===== config.mk =====
export PLATFORM = sky130hd
export DESIGN_NAME = svw_supervisor
export DESIGN_NICKNAME = d
export VERILOG_FILES = /design/src/shared/svw_pkg.sv /design/src/logic/svw_tick_gen.sv /design/src/logic/svw_tick_counter.sv /design/src/logic/svw_supervisor.sv
export SDC_FILE = /design/constraint.sdc
export NUM_CORES = 1
export LEC_CHECK = 0
export BUFFER_PORTS_ARGS = -buffer_cell sky130_fd_sc_hd__buf_4
export CAP_MARGIN = 15
export CORE_ASPECT_RATIO = 1.2
export CORE_MARGIN = 5
export CORE_UTILIZATION = 38
export DETAILED_ROUTE_END_ITERATION = 16
export HOLD_SLACK_MARGIN = 0.02
export PLACE_DENSITY = 0.55
export SLEW_MARGIN = 10
export SYNTH_ARGS = -nofsm -noshare
export SYNTH_HDL_FRONTEND = slang
export SYNTH_SLANG_ARGS = --single-unit

===== constraint.sdc =====
create_clock -name core_clk -period 2.4 [get_ports core_clk]
set_clock_uncertainty 0.1 [all_clocks]
set_input_delay 0.36 -clock core_clk [delete_from_list [all_inputs] [get_ports core_clk]]
set_output_delay 0.36 -clock core_clk [all_outputs]
set_load 0.005 [all_outputs]

===== src/shared/svw_pkg.sv =====
// Package for the supervisor watchdog and chip-enable gate.
// Assumes a single core clock at the rate named here; all times are counted
// in ticks of an internal time base derived from that clock.
package svw_pkg;

    ////////////////////////////////////////////////////////////////////////
    // Clock and time base
    localparam int CORE_CLK_MHZ = 200;
    localparam int TICK_US = 1;
    localparam int TICK_CYCLES = CORE_CLK_MHZ * TICK_US;

    ////////////////////////////////////////////////////////////////////////
    // Documented times, in their own units
    localparam int WDOG_PERIOD_MS = 1600;
    localparam int RESET_TIMEOUT_MS = 200;
    localparam int WRITE_ALLOW_US = 18;
    localparam int US_PER_MS = 1000;

    // Counts in time-base ticks; the watchdog and reset timeout are exact
    // multiples of the tick, the write allowance rounds down (a longest time)
    localparam int WDOG_TICKS = (WDOG_PERIOD_MS * US_PER_MS) / TICK_US;
    localparam int RESET_TICKS = (RESET_TIMEOUT_MS * US_PER_MS) / TICK_US;
    localparam int WRITE_ALLOW_TICKS_RAW = WRITE_ALLOW_US / TICK_US;
    localparam int WRITE_ALLOW_TICKS = (WRITE_ALLOW_TICKS_RAW < 1) ? 1 : WRITE_ALLOW_TICKS_RAW;

    ////////////////////////////////////////////////////////////////////////
    // Reset values of the pin-facing flip-flops, and the forced-high chip-enable level
    localparam logic RST_ACTIVE_INIT = 1'h1;
    localparam logic CE_OUT_N_INIT = 1'h1;
    localparam logic CE_HIGH = 1'h1;

    ////////////////////////////////////////////////////////////////////////
    // Chip-enable gate states
    typedef enum logic [1:0] {
        SVW_CE_OFF   = 2'b00,
        SVW_CE_PASS  = 2'b01,
        SVW_CE_GRACE = 2'b10
    } svw_ce_state_e;

    // Chip-enable output pin group
    typedef struct packed {
        logic out_n;       // Level on the chip-enable output
        logic pullup_on;   // Output actively held high, gate off
        logic in_hiz;      // Chip-enable input disconnected
    } svw_ce_s;

endpackage


===== src/logic/svw_tick_gen.sv =====
// Free-running time-base tick generator.
// Assumes one clock and an asynchronous active-high reset.
`timescale 1ns/100ps
`default_nettype none
module svw_tick_gen #(
    parameter int CYCLES = 200
) (
    input wire logic core_clk,
    input wire logic rst,
    output logic tick
);
    localparam int W = $clog2(CYCLES + 1);
    localparam logic [W-1:0] LAST = W'(CYCLES - 1);

    logic [W-1:0] cnt_ff;
    wire at_last = (cnt_ff == LAST);

    always_ff @(posedge core_clk or posedge rst) begin
        if (rst) begin
            cnt_ff <= '0;
        end else begin
            cnt_ff <= at_last ? '0 : cnt_ff + 1'b1;
        end
    end

    assign tick = at_last;
endmodule
`default_nettype wire


===== src/logic/svw_tick_counter.sv =====
// Saturating tick counter with synchronous clear and a reached flag.
// Assumes the tick input is a one-cycle pulse on the same clock.
`timescale 1ns/100ps
`default_nettype none
module svw_tick_counter #(
    parameter int LIMIT = 18
) (
    input wire logic core_clk,
    input wire logic rst,
    input wire logic clear,
    input wire logic tick,
    output logic [$clog2(LIMIT+1)-1:0] count,
    output logic done
);
    localparam int W = $clog2(LIMIT + 1);
    localparam logic [W-1:0] LIM = W'(LIMIT);

    logic [W-1:0] cnt_ff;

    // Clear wins over counting so a held clear keeps the count at zero
    always_ff @(posedge core_clk or posedge rst) begin
        if (rst) begin
            cnt_ff <= '0;
        end else if (clear) begin
            cnt_ff <= '0;
        end else if (tick && !done) begin
            cnt_ff <= cnt_ff + 1'b1;
        end
    end

    assign done = (cnt_ff == LIM);
    assign count = cnt_ff;
endmodule
`default_nettype wire


===== src/logic/svw_supervisor.sv =====
// Supervisor core: watchdog, reset timing and chip-enable gating.
// Assumes all inputs are synchronous to core_clk; the comparator inputs come
// from analog circuitry outside this block.
//
// Overview of operation
// [RULE_01] Watchdog input idle for 1.6 s outside reset forces a full reset.
// [RULE_02] Watchdog timer clears on reset and on any input edge outside reset.
// [RULE_03] Watchdog timer holds at zero in reset, counts right after release.
// [RULE_04] A floating watchdog input disables the watchdog timeout.
// [RULE_05] With reset released and backup mode off, the gate passes every chip-enable transition.
// [RULE_06] Reset disables the chip-enable path, apart from the write allowance.
// [RULE_07] Supply fail during a write keeps the gate on up to 18 us.
// [RULE_08] Chip-enable still low at allowance end: gate off, output high.
// [RULE_09] Chip-enable returning high within allowance: gate off, output high then.
// [RULE_10] After turning off, output stays high even if chip-enable falls again.
// [RULE_11] At power-up the chip-enable input is ignored until reset releases.
// [RULE_12] A disabled gate drives its output high; released when gate enables.
// [RULE_13] Backup mode ignores the watchdog input completely.
// [RULE_14] Backup mode holds the chip-enable output high.
// [RULE_15] Processor should toggle watchdog at separate program points, not pulse.
// [RULE_16] Active-low reset is held for at least the 200 ms timeout.
// [RULE_17] Supply-low during the timeout restarts the timeout from zero.
// [RULE_18] Reset is asserted while the supply is below the threshold.
// [RULE_19] Active-high reset is always the inverse of active-low reset.
// [RULE_20] All three times are counted in time-base ticks with parameter counts.
`timescale 1ns/100ps
`default_nettype none
module svw_supervisor #(
    parameter int WDOG_COUNT = svw_pkg::WDOG_TICKS,
    parameter int RESET_COUNT = svw_pkg::RESET_TICKS,
    parameter int WRITE_COUNT = svw_pkg::WRITE_ALLOW_TICKS,
    parameter int TICK_COUNT = svw_pkg::TICK_CYCLES
) (
    input wire logic core_clk,
    input wire logic rst,
    input wire logic reset_threshold_level,
    input wire logic supply_warning_det,
    input wire logic backup_supply,
    input wire logic watchdog_toggle_in,
    input wire logic watchdog_toggle_valid,
    input wire logic ce_in_n,
    output logic reset_n,
    output logic reset_hi,
    output logic supply_warning_n,
    output svw_pkg::svw_ce_s ce_gate
);
    import svw_pkg::*;

    ////////////////////////////////////////////////////////////////////////
    // Time base

    logic tick;

    svw_tick_gen #(
        .CYCLES(TICK_COUNT)
    ) u_tick (
        .core_clk(core_clk),
        .rst(rst),
        .tick(tick)
    );

    ////////////////////////////////////////////////////////////////////////
    // Registers

    logic reset_active_ff;
    logic reset_n_ff;
    logic reset_hi_ff;
    logic warn_n_ff;
    logic toggle_prev_ff;
    svw_ce_state_e ce_state_ff;
    svw_ce_s ce_gate_ff;

    ////////////////////////////////////////////////////////////////////////
    // Watchdog

    logic wdog_clear;
    logic wdog_done;
    logic [$clog2(WDOG_COUNT+1)-1:0] wdog_count;

    // Backup mode and a mid-supply input both keep the timer parked at zero
    wire toggle_edge = (watchdog_toggle_in != toggle_prev_ff);
    wire wdog_kick = toggle_edge && !reset_active_ff; // RULE_02
    wire wdog_off = !watchdog_toggle_valid || backup_supply; // RULE_04 RULE_13
    assign wdog_clear = reset_active_ff || wdog_kick || wdog_off; // RULE_02 RULE_03
    wire wdog_fire = wdog_done && !reset_active_ff && !wdog_off; // RULE_01

    svw_tick_counter #(
        .LIMIT(WDOG_COUNT)
    ) u_wdog ( // RULE_20
        .core_clk(core_clk),
        .rst(rst),
        .clear(wdog_clear),
        .tick(tick),
        .count(wdog_count),
        .done(wdog_done)
    );

    ////////////////////////////////////////////////////////////////////////
    // Reset timeout

    logic rto_done;
    logic [$clog2(RESET_COUNT+2)-1:0] rto_count;

    // Supply-low keeps the timeout at zero, so a dip restarts the full period
    wire rto_clear = !reset_active_ff || reset_threshold_level; // RULE_17

    // One spare tick: the free-running tick may fall just after the clear,
    // so a bare count could release reset up to one tick early
    svw_tick_counter #(
        .LIMIT(RESET_COUNT + 1)
    ) u_rto ( // RULE_20 RULE_16
        .core_clk(core_clk),
        .rst(rst),
        .clear(rto_clear),
        .tick(tick),
        .count(rto_count),
        .done(rto_done)
    );

    wire reset_hold = reset_active_ff && !rto_done; // RULE_16
    wire nxt_reset_active = reset_threshold_level || wdog_fire || reset_hold; // RULE_18 RULE_01

    ////////////////////////////////////////////////////////////////////////
    // Write-completion allowance

    logic grace_done;

    svw_tick_counter #(
        .LIMIT(WRITE_COUNT)
    ) u_grace ( // RULE_20
        .core_clk(core_clk),
        .rst(rst),
        .clear(ce_state_ff != SVW_CE_GRACE),
        .tick(tick),
        .count(),
        .done(grace_done)
    );

    ////////////////////////////////////////////////////////////////////////
    // Chip-enable gate

    svw_ce_state_e nxt_ce_state;

    always_comb begin
        nxt_ce_state = ce_state_ff;
        case (ce_state_ff)
            SVW_CE_OFF: begin
                // Power-up and recovery: input stays ignored until reset ends
                if (!reset_active_ff && !backup_supply) begin // RULE_11
                    nxt_ce_state = SVW_CE_PASS;
                end
            end
            SVW_CE_PASS: begin
                if (backup_supply) begin
                    nxt_ce_state = SVW_CE_OFF; // RULE_14
                end else if (reset_active_ff) begin
                    nxt_ce_state = ce_in_n ? SVW_CE_OFF : SVW_CE_GRACE; // RULE_06 RULE_07
                end
            end
            SVW_CE_GRACE: begin
                if (backup_supply || ce_in_n) begin
                    nxt_ce_state = SVW_CE_OFF; // RULE_09
                end else if (grace_done) begin
                    nxt_ce_state = SVW_CE_OFF; // RULE_08
                end
            end
            default: begin
                nxt_ce_state = SVW_CE_OFF;
            end
        endcase
    end

    wire gate_on = (nxt_ce_state == SVW_CE_PASS) || (nxt_ce_state == SVW_CE_GRACE);
    // The output costs one register stage; a transmission gate has none
    wire nxt_ce_out_n = gate_on ? ce_in_n : CE_HIGH; // RULE_05 RULE_10 RULE_12
    svw_ce_s nxt_ce_gate;
    assign nxt_ce_gate = '{out_n: nxt_ce_out_n, pullup_on: !gate_on, in_hiz: !gate_on};

    ////////////////////////////////////////////////////////////////////////
    // Flip-flops

    always_ff @(posedge core_clk or posedge rst) begin
        if (rst) begin
            reset_active_ff <= RST_ACTIVE_INIT;
            reset_n_ff <= !RST_ACTIVE_INIT;
            reset_hi_ff <= RST_ACTIVE_INIT;
            warn_n_ff <= !RST_ACTIVE_INIT;
            toggle_prev_ff <= 1'h0;
            ce_state_ff <= SVW_CE_OFF;
            ce_gate_ff <= '{out_n: CE_OUT_N_INIT, pullup_on: 1'h1, in_hiz: 1'h1};
        end else begin
            reset_active_ff <= nxt_reset_active;
            reset_n_ff <= !nxt_reset_active;
            reset_hi_ff <= nxt_reset_active; // RULE_19
            warn_n_ff <= !(supply_warning_det || backup_supply);
            toggle_prev_ff <= watchdog_toggle_in;
            ce_state_ff <= nxt_ce_state;
            ce_gate_ff <= nxt_ce_gate;
        end
    end

    assign reset_n = reset_n_ff;
    assign reset_hi = reset_hi_ff;
    assign supply_warning_n = warn_n_ff;
    assign ce_gate = ce_gate_ff;

    ////////////////////////////////////////////////////////////////////////
    // Assertions

    property p_reset_inverse;
        @(posedge core_clk) disable iff (rst)
        reset_hi_ff == !reset_n_ff;
    endproperty
    a_reset_inverse: assert property (p_reset_inverse) // RULE_19
        else $error("active-high reset not inverse of active-low reset");

    property p_supply_low_resets;
        @(posedge core_clk) disable iff (rst)
        reset_threshold_level |=> !reset_n_ff;
    endproperty
    a_supply_low_resets: assert property (p_supply_low_resets) // RULE_18
        else $error("reset not asserted while supply below threshold");

    property p_timeout_restart;
        @(posedge core_clk) disable iff (rst)
        reset_threshold_level |=> (rto_count == '0) && reset_active_ff;
    endproperty
    a_timeout_restart: assert property (p_timeout_restart) // RULE_17
        else $error("reset timeout not restarted by supply low");

    property p_release_after_timeout;
        @(posedge core_clk) disable iff (rst)
        $rose(reset_n_ff) |-> $past(rto_done) && !$past(reset_threshold_level);
    endproperty
    a_release_after_timeout: assert property (p_release_after_timeout) // RULE_16
        else $error("reset released before timeout completed");

    property p_wdog_fires;
        @(posedge core_clk) disable iff (rst)
        wdog_done && !reset_active_ff && watchdog_toggle_valid && !backup_supply
            |=> reset_active_ff && !reset_n_ff;
    endproperty
    a_wdog_fires: assert property (p_wdog_fires) // RULE_01
        else $error("watchdog expiry did not assert reset");

    property p_wdog_held_in_reset;
        @(posedge core_clk) disable iff (rst)
        reset_active_ff |=> wdog_count == '0;
    endproperty
    a_wdog_held_in_reset: assert property (p_wdog_held_in_reset) // RULE_03
        else $error("watchdog counted during reset");

    property p_edge_clears;
        @(posedge core_clk) disable iff (rst)
        (watchdog_toggle_in != $past(watchdog_toggle_in)) && !reset_active_ff
            |=> wdog_count == '0;
    endproperty
    a_edge_clears: assert property (p_edge_clears) // RULE_02
        else $error("watchdog edge did not clear timer");

    property p_float_disables;
        @(posedge core_clk) disable iff (rst)
        !watchdog_toggle_valid || backup_supply |=> (wdog_count == '0) && !wdog_fire;
    endproperty
    a_float_disables: assert property (p_float_disables) // RULE_04 RULE_13
        else $error("watchdog active while floating or in backup");

    property p_backup_high;
        @(posedge core_clk) disable iff (rst)
        backup_supply |=> ce_gate_ff.out_n && ce_gate_ff.pullup_on;
    endproperty
    a_backup_high: assert property (p_backup_high) // RULE_14
        else $error("chip-enable output not high in backup mode");

    property p_pass_through;
        @(posedge core_clk) disable iff (rst)
        (ce_state_ff == SVW_CE_PASS) && !reset_active_ff && !backup_supply
            |=> ce_gate_ff.out_n == $past(ce_in_n) && !ce_gate_ff.pullup_on;
    endproperty
    a_pass_through: assert property (p_pass_through) // RULE_05
        else $error("enabled gate did not pass chip-enable");

    property p_grace_release;
        @(posedge core_clk) disable iff (rst)
        (ce_state_ff == SVW_CE_GRACE) && ce_in_n
            |=> (ce_state_ff == SVW_CE_OFF) && ce_gate_ff.out_n;
    endproperty
    a_grace_release: assert property (p_grace_release) // RULE_09
        else $error("gate stayed on after write finished");

    property p_grace_expire;
        @(posedge core_clk) disable iff (rst)
        (ce_state_ff == SVW_CE_GRACE) && grace_done |=> ce_gate_ff.out_n;
    endproperty
    a_grace_expire: assert property (p_grace_expire) // RULE_08 RULE_07
        else $error("gate stayed on past write allowance");

    property p_off_stays_high;
        @(posedge core_clk) disable iff (rst)
        (ce_state_ff == SVW_CE_OFF) && reset_active_ff [*2]
            |-> ce_gate_ff.out_n && ce_gate_ff.pullup_on && ce_gate_ff.in_hiz;
    endproperty
    a_off_stays_high: assert property (p_off_stays_high) // RULE_10 RULE_11 RULE_12 RULE_06
        else $error("disabled gate output not held high");

    c_wdog_timeout: cover property (@(posedge core_clk) disable iff (rst) wdog_fire);
    c_grace_entry: cover property (@(posedge core_clk) disable iff (rst)
        ce_state_ff == SVW_CE_PASS ##1 ce_state_ff == SVW_CE_GRACE);
    c_grace_expired: cover property (@(posedge core_clk) disable iff (rst)
        (ce_state_ff == SVW_CE_GRACE) && grace_done);
    c_release: cover property (@(posedge core_clk) disable iff (rst) $rose(reset_n_ff));

endmodule
`default_nettype wire


# [Word level (Yosys, flattened, before mapping)]
# Index checks and enable logic that the tools add are counted.
[totals] input_bits=8 register_bits=60 out_inout_bits=6
[classes] n_reduce_logical=31 n_addsub=4 muxes=15 eq_ne=10
[op_table] op="2-to-1 mux 21 bit" n=2
[op_table] op="2-to-1 mux 18 bit" n=2
[op_table] op="adder 21 x 1 -> 21 bit, second input constant" n=1
[op_table] op="== test 21 bit, second input constant" n=1
[op_table] op="adder 18 x 1 -> 18 bit, second input constant" n=1
[op_table] op="== test 18 bit, second input constant" n=1
[op_table] op="2-to-1 mux 2 bit" n=6
[op_table] op="zero test 1 bit" n=10
[op_table] op="2-to-1 mux 5 bit" n=2
[op_table] op="logical OR 1 bit" n=9
[op_table] op="adder 8 x 1 -> 8 bit, second input constant" n=1
[op_table] op="== test 8 bit, second input constant" n=1
[op_table] op="logical AND 1 bit" n=8
[op_table] op="2-to-1 mux 8 bit" n=1
[op_table] op="one-hot mux 2 bit (3 select lines)" n=1
[op_table] op="nonzero test 2 bit" n=3
[op_table] op="adder 5 x 1 -> 5 bit, second input constant" n=1
[op_table] op="== test 5 bit, second input constant" n=1
[op_table] op="== test 2 x 1 -> 1 bit, second input constant" n=2
[op_table] op="== test 2 bit, second input constant" n=2
[op_table] op="zero test 2 bit" n=1
[op_table] op="!= test 2 bit, second input constant" n=1
[op_table] op="2-to-1 mux 1 bit" n=1
[op_table] op="!= test 1 bit" n=1

# [Depth between registers and ports, before layout]
[depth] ltp_word=7 depth_mapped=8 mapped_depth_nobuf=7

# [By module]
# Synthesis repeated with hierarchy kept, for this count alone.
[hier_totals] cells_unflattened=328 hier_area_um2=3208.1
[by_module_without_submodules] module="svw_tick_counter (u_wdog)" instances=1 area_per_inst_um2=1139.8 seq_area_each_um2=525.5 cells_each=123
[by_module_without_submodules] module="svw_tick_counter (u_rto)" instances=1 area_per_inst_um2=1071.0 seq_area_each_um2=450.4 cells_each=113
[by_module_without_submodules] module="svw_tick_gen" instances=1 area_per_inst_um2=394.1 seq_area_each_um2=200.2 cells_each=34
[by_module_without_submodules] module="svw_supervisor" instances=1 area_per_inst_um2=326.6 seq_area_each_um2=203.9 cells_each=31
[by_module_without_submodules] module="svw_tick_counter (u_grace)" instances=1 area_per_inst_um2=276.5 seq_area_each_um2=125.1 cells_each=27

# [Least setup slack after synthesis]
# No wires, ideal clock.
[synth_timing] path_kind="register to register" start="register u_tick.cnt_ff[0]" end="register u_rto.cnt_ff[14] (netlist: u_rto.count[14])" required_time_ps=2180 arrival_ps=1672 setup_ps=120 synth_period_minus_slack_ps=1892 stages_incl_launch_ff=7 n_path_buf=0 setup_slack_ps=508 path_cell_list="dfrtp_1 ha_1 and2_0 nand3_1 nor3_1 a21oi_1 a31o_2"
[synth_between] elab_chain_len=3
[synth_lines] element="start: declaration" line="svw_tick_gen.sv:15" rtl="logic [W-1:0] cnt_ff;"
[synth_lines] element="start signal: assignment" line="svw_tick_gen.sv:22" rtl="cnt_ff <= at_last ? '0 : cnt_ff + 1'b1;"
[synth_lines] element="== test 8 bit" line="svw_tick_gen.sv:16" rtl="wire at_last = (cnt_ff == LAST);"
[synth_lines] element="logical AND 1 bit" line="svw_tick_counter.sv:26" rtl="end else if (tick && !done) begin"
[synth_lines] element="nonzero test 2 bit (no source line)"
[synth_lines] element="end signal: assignment" line="svw_tick_counter.sv:27" rtl="cnt_ff <= cnt_ff + 1'b1;"
[synth_lines] element="end: declaration" line="svw_tick_counter.sv:18" rtl="logic [W-1:0] cnt_ff;"
# Every way passes these cells.
# A chain may end at the register's enable or synchronous reset.

# [Worst setup path after layout]
[layout_timing] start="register u_tick.cnt_ff[0]" end="register u_rto.cnt_ff[17] (netlist: u_rto.count[17])"
# The elaborated chain is that of the path after synthesis.

==> impl_summary.txt <==
----------------------------------------------------
[Outcome]
  Status ... completed

[Setup path]
  Type of destination of the critical path ... register
  Critical path endpoint ... u_rto.count[17]
  Logic depth of the worst register-to-register path ... 6
  Critical Path Start Type ... register
  Arrival @ worst endpoint ... between 2 and 2.5 ns
  CP startpoint ... u_tick.cnt_ff[0]
  Crit Path Max Fanout ... 7
  Startpoint of the worst-slack reg-to-reg timing path ... u_tick.cnt_ff[0]
  Setup slack on the worst flop-to-flop path ... 0.30 ns
  Worst endpoint required time ... between 2 and 3 ns
  Critical R2R Capture ... u_rto.count[17]
  Worst setup path class ... reg2reg

[Place]
  Port buffer count ... 13
  Worst slack at placement ... roughly 0.25 ns
  Cells after DPL ... between 400 and 500
  Final weighted congestion in routability-driven placement ... ~0.85
  Final HPWL DP ... between 4 and 5 mm

[Power and ir drop]
  Cell internal power dissipation ... 1.62 mW
  Switch Pwr ... 0.468 mW
  Sequential group share of total power ... 0.486
  Switching power share of the total ... 0.225
  Part of the power in combinational logic ... 0.024
  Leakage ... 1.42 nW
  Pwr dens ... ~590 nW/µm²
  Worst IR drop on VDD ... 319 µV
  Portion of total power attributed to the clock network ... 0.491

[Global route]
  Total track usage ... 0.146
  Global-route congestion overflow total ... 0
  Global-route wire length before repair ... 11.5 mm
  Pin count of the biggest net entering global routing ... 38
  Vias in the first global route ... 2415
  Number of antenna violations at the first check in global routing ... 0

[STA]
  Tightest slew margin relative to the limit ... 0.637
  Setup slack after layout ... just over 0.3 ns
  Final critical path time including I/O delays and setup ... 2.10 ns
  Share of the clock period used by the worst path ... 0.874
  Number of hold-slack violations in the final timing report ... 0
  Total of endpoints with negative setup slack in the final report ... 0
  Post-Route Hold Slack ... just under 0.04 ns
  Pins over their slew limit ... 0
  Max Freq ... roughly 0.48 GHz
  Slew at the pin closest to its max-slew limit ... 0.544 ns
  Total negative slack for setup checks ... 0 ns
  Setup repair after global routing missed its margin ... false

[Finish]
  Number of nets at the end of the flow ... 358
  Most common cell after layout, fill and taps aside ... sky130_fd_sc_hd__dfrtp_1
  Share of cells above drive strength 1 ... 0.129
  ANT cells ... 0
  Relative area change from synthesis to final layout ... 15.4%
  Final cell count without fillers ... roughly 440
  Highest-count cells in the layout ignoring fill and taps ... 57 x sky130_fd_sc_hd__dfrtp_1, 40 x sky130_fd_sc_hd__nor2_1, 26 x sky130_fd_sc_hd__nand2_1, 24 x sky130_fd_sc_hd__nand3_1

[Clock network]
  Post-CTS clock slew at the launch and capture registers of the worst setup and hold paths ... ~0.080 ns
  Max Buffers Root-to-Sink ... 2
  Number of clock sinks ... 60
  H-tree depth ... 3
  Clock tree from TritonCTS ... yes
  CTS root buffer ... sky130_fd_sc_hd__clkbuf_8
  Clock buffers created by TritonCTS ... 9
  Clock latency reported for the late side of the worst-skew pair ... around 0.34 ns

[Synth]
  Top flip-flop cell by instance count after synthesis ... sky130_fd_sc_hd__dfrtp_1
  Syn Std Cell Area ... between 3000 and 4000 µm²
  Synthesized flop and latch total ... 60
  Synthesized Nets ... 336
  YS warnings ... 0
  Mapped Avg Cell Area ... ~9.6 µm²
  EDFF count, synth ... 0
  Number of distinct standard cells referenced by the synthesized netlist ... between 40 and 50
  Number of standard cells after synthesis ... 321
  Share of synthesized flip-flops with an asynchronous set or reset ... 1.00
  Register area share after synthesis ... 0.488

[Routing]
  Total length of routed met3 wires ... approximately 130 µm
  DR WL/cell ... about 15 µm
  Post-DR vias/cell ... roughly 5.4
  M1 wire length ... ~2.8 mm
  Routed length on met2 ... 3.46 mm
  Highest metal layer with signal wires ... met4
  DRC violation total after the first TritonRoute iteration ... between 80 and 90
  Total DRC errors in the routed layout ... 0
  DRT Wirelength ... around 6.6 mm
  Number of nets still failing antenna checks after routing ... 0
  Router iterations before antenna repair ... 4
  Vias ... approximately 2400

[Floorplanning]
  Overall die width ... between 90 and 100 µm
  Top-Level Pins ... 14
  Row count ... 36
  Initial Utilization ... 0.384
  Area inside the core boundary ... ~8000 µm²
  Overall die area ... between 10000 and 15000 µm²
  Die height ... 109 µm

[Flow run]
  Max-capacitance violation count ... 0

[Hold path]
  Worst hold path class ... in2reg

----------------------------------------------------
## sequential cells by signal, indices dropped and copies added (netlist names)
signal and count:
ce_gate 2, u_rto.count 18, toggle_prev_ff 1, supply_warning_n 1
u_tick.cnt_ff 8, reset_hi 1, ce_state_ff 2, reset_n 1
u_grace.count 5, u_wdog.count 21
## worst max-delay path, stage by stage (launching register included)
cell	delay, ns
sky130_fd_sc_hd__dfrtp_1	0.39
sky130_fd_sc_hd__ha_1	0.23
sky130_fd_sc_hd__and2_0	0.29
sky130_fd_sc_hd__nand3_1	0.26
sky130_fd_sc_hd__nor3_1	0.45
sky130_fd_sc_hd__a31o_2	0.22
sky130_fd_sc_hd__a21oi_1	0.05
## stage by stage
stage / util / area [µm²] / power [mW]
final: 0.444 / 3560 / 2.09
after global routing: 0.444 / 3560 / 2.16
after CTS: 0.443 / 3550 / 2.12
after detailed placement: 0.414 / 3320 / 1.08
after global placement: 0.414 / 3320 / 1.08
after floorplan: - / 3080 / 1.06
## cells by family after synthesis
kind of cell | Yosys count | share of synthesized area
AOI/OAI and AO/OA | 33 | 0.0751
xor gates and xnor gates | 30 | 0.0853
adders and majority gates | 7 | 0.0284
buffers and inverters | 21 | 0.0300
DFF | 60 | 0.488
muxes | 2 | 0.00650
and+or+nand+nor | 168 | 0.286
## synthesized netlist by cell type, drive strengths merged (3+ instances only)
cell type | count | area [µm²]
dfrtp | 57 | 1430
nor2 | 40 | 150
nand2 | 26 | 97.6
nand3 | 24 | 120
nand4 | 16 | 100
xnor2 | 16 | 140
xor2 | 14 | 123
inv | 13 | 48.8
and3 | 11 | 68.8
nor3 | 11 | 55.1
a21oi | 9 | 45.0
nor4 | 9 | 56.3
ha | 7 | 87.6
buf | 6 | 36.3
o211ai | 6 | 45.0
o21ai | 6 | 41.3
or4 | 6 | 45.0
nand2b | 5 | 31.3
or3 | 5 | 31.3
a31o | 3 | 26.3
and2 | 3 | 18.8
dfstp | 3 | 78.8
nor2b | 3 | 18.8
## worst min-delay path by stage
stage / cells after the start / slack [ns] / start / endpoint
after floorplan: 0 / 0.29 / watchdog_toggle_in / toggle_prev_ff
after global placement: 2 / 0.34 / rst / supply_warning_n
after detailed placement: 2 / 0.35 / rst / supply_warning_n
after CTS: 1 / 0.02 / watchdog_toggle_in / toggle_prev_ff
after global routing: 1 / 0.02 / watchdog_toggle_in / toggle_prev_ff
final: 1 / 0.04 / watchdog_toggle_in / toggle_prev_ff
## final cells by class
type	count	area (µm²)
Clock buffer	9	124
Clock inverter	7	100
Fill cell	789	4460
Inverter	13	48.8
Multi-Input combinational cell	240	1490
Sequential cell	60	1510
Tap cell	95	119
Timing Repair Buffer	19	170
## repair_timing
action | CTS | global route
endpoints found under the hold margin | 20 | 0
hold buffers | 1 | 0
setup endpoints to repair | 0 | 2
gates resized for setup | 0 | 1
setup buffers | 0 | 0
## per-layer routing
layer | vias to the layer above | GRT usage
met5 | - | 0
met2 | 26 | 0.257
met1 | 1153 | 0.171
met4 | 0 | 0.0775
met3 | 16 | 0.0269
li1 | 1191 | -
## power groups by stage
stage          Combinational (mW)  Sequential, mW  Clock (mW)
2_1_floorplan              0.0232            1.03           0
3_3_place_gp               0.0495            1.03           0
3_5_place_dp               0.0503            1.03           0
4_1_cts                    0.0514            1.01        1.05
5_1_grt                    0.0572            1.01        1.09
6_report                   0.0492            1.01        1.02
(Power assumes the default switching activity.)
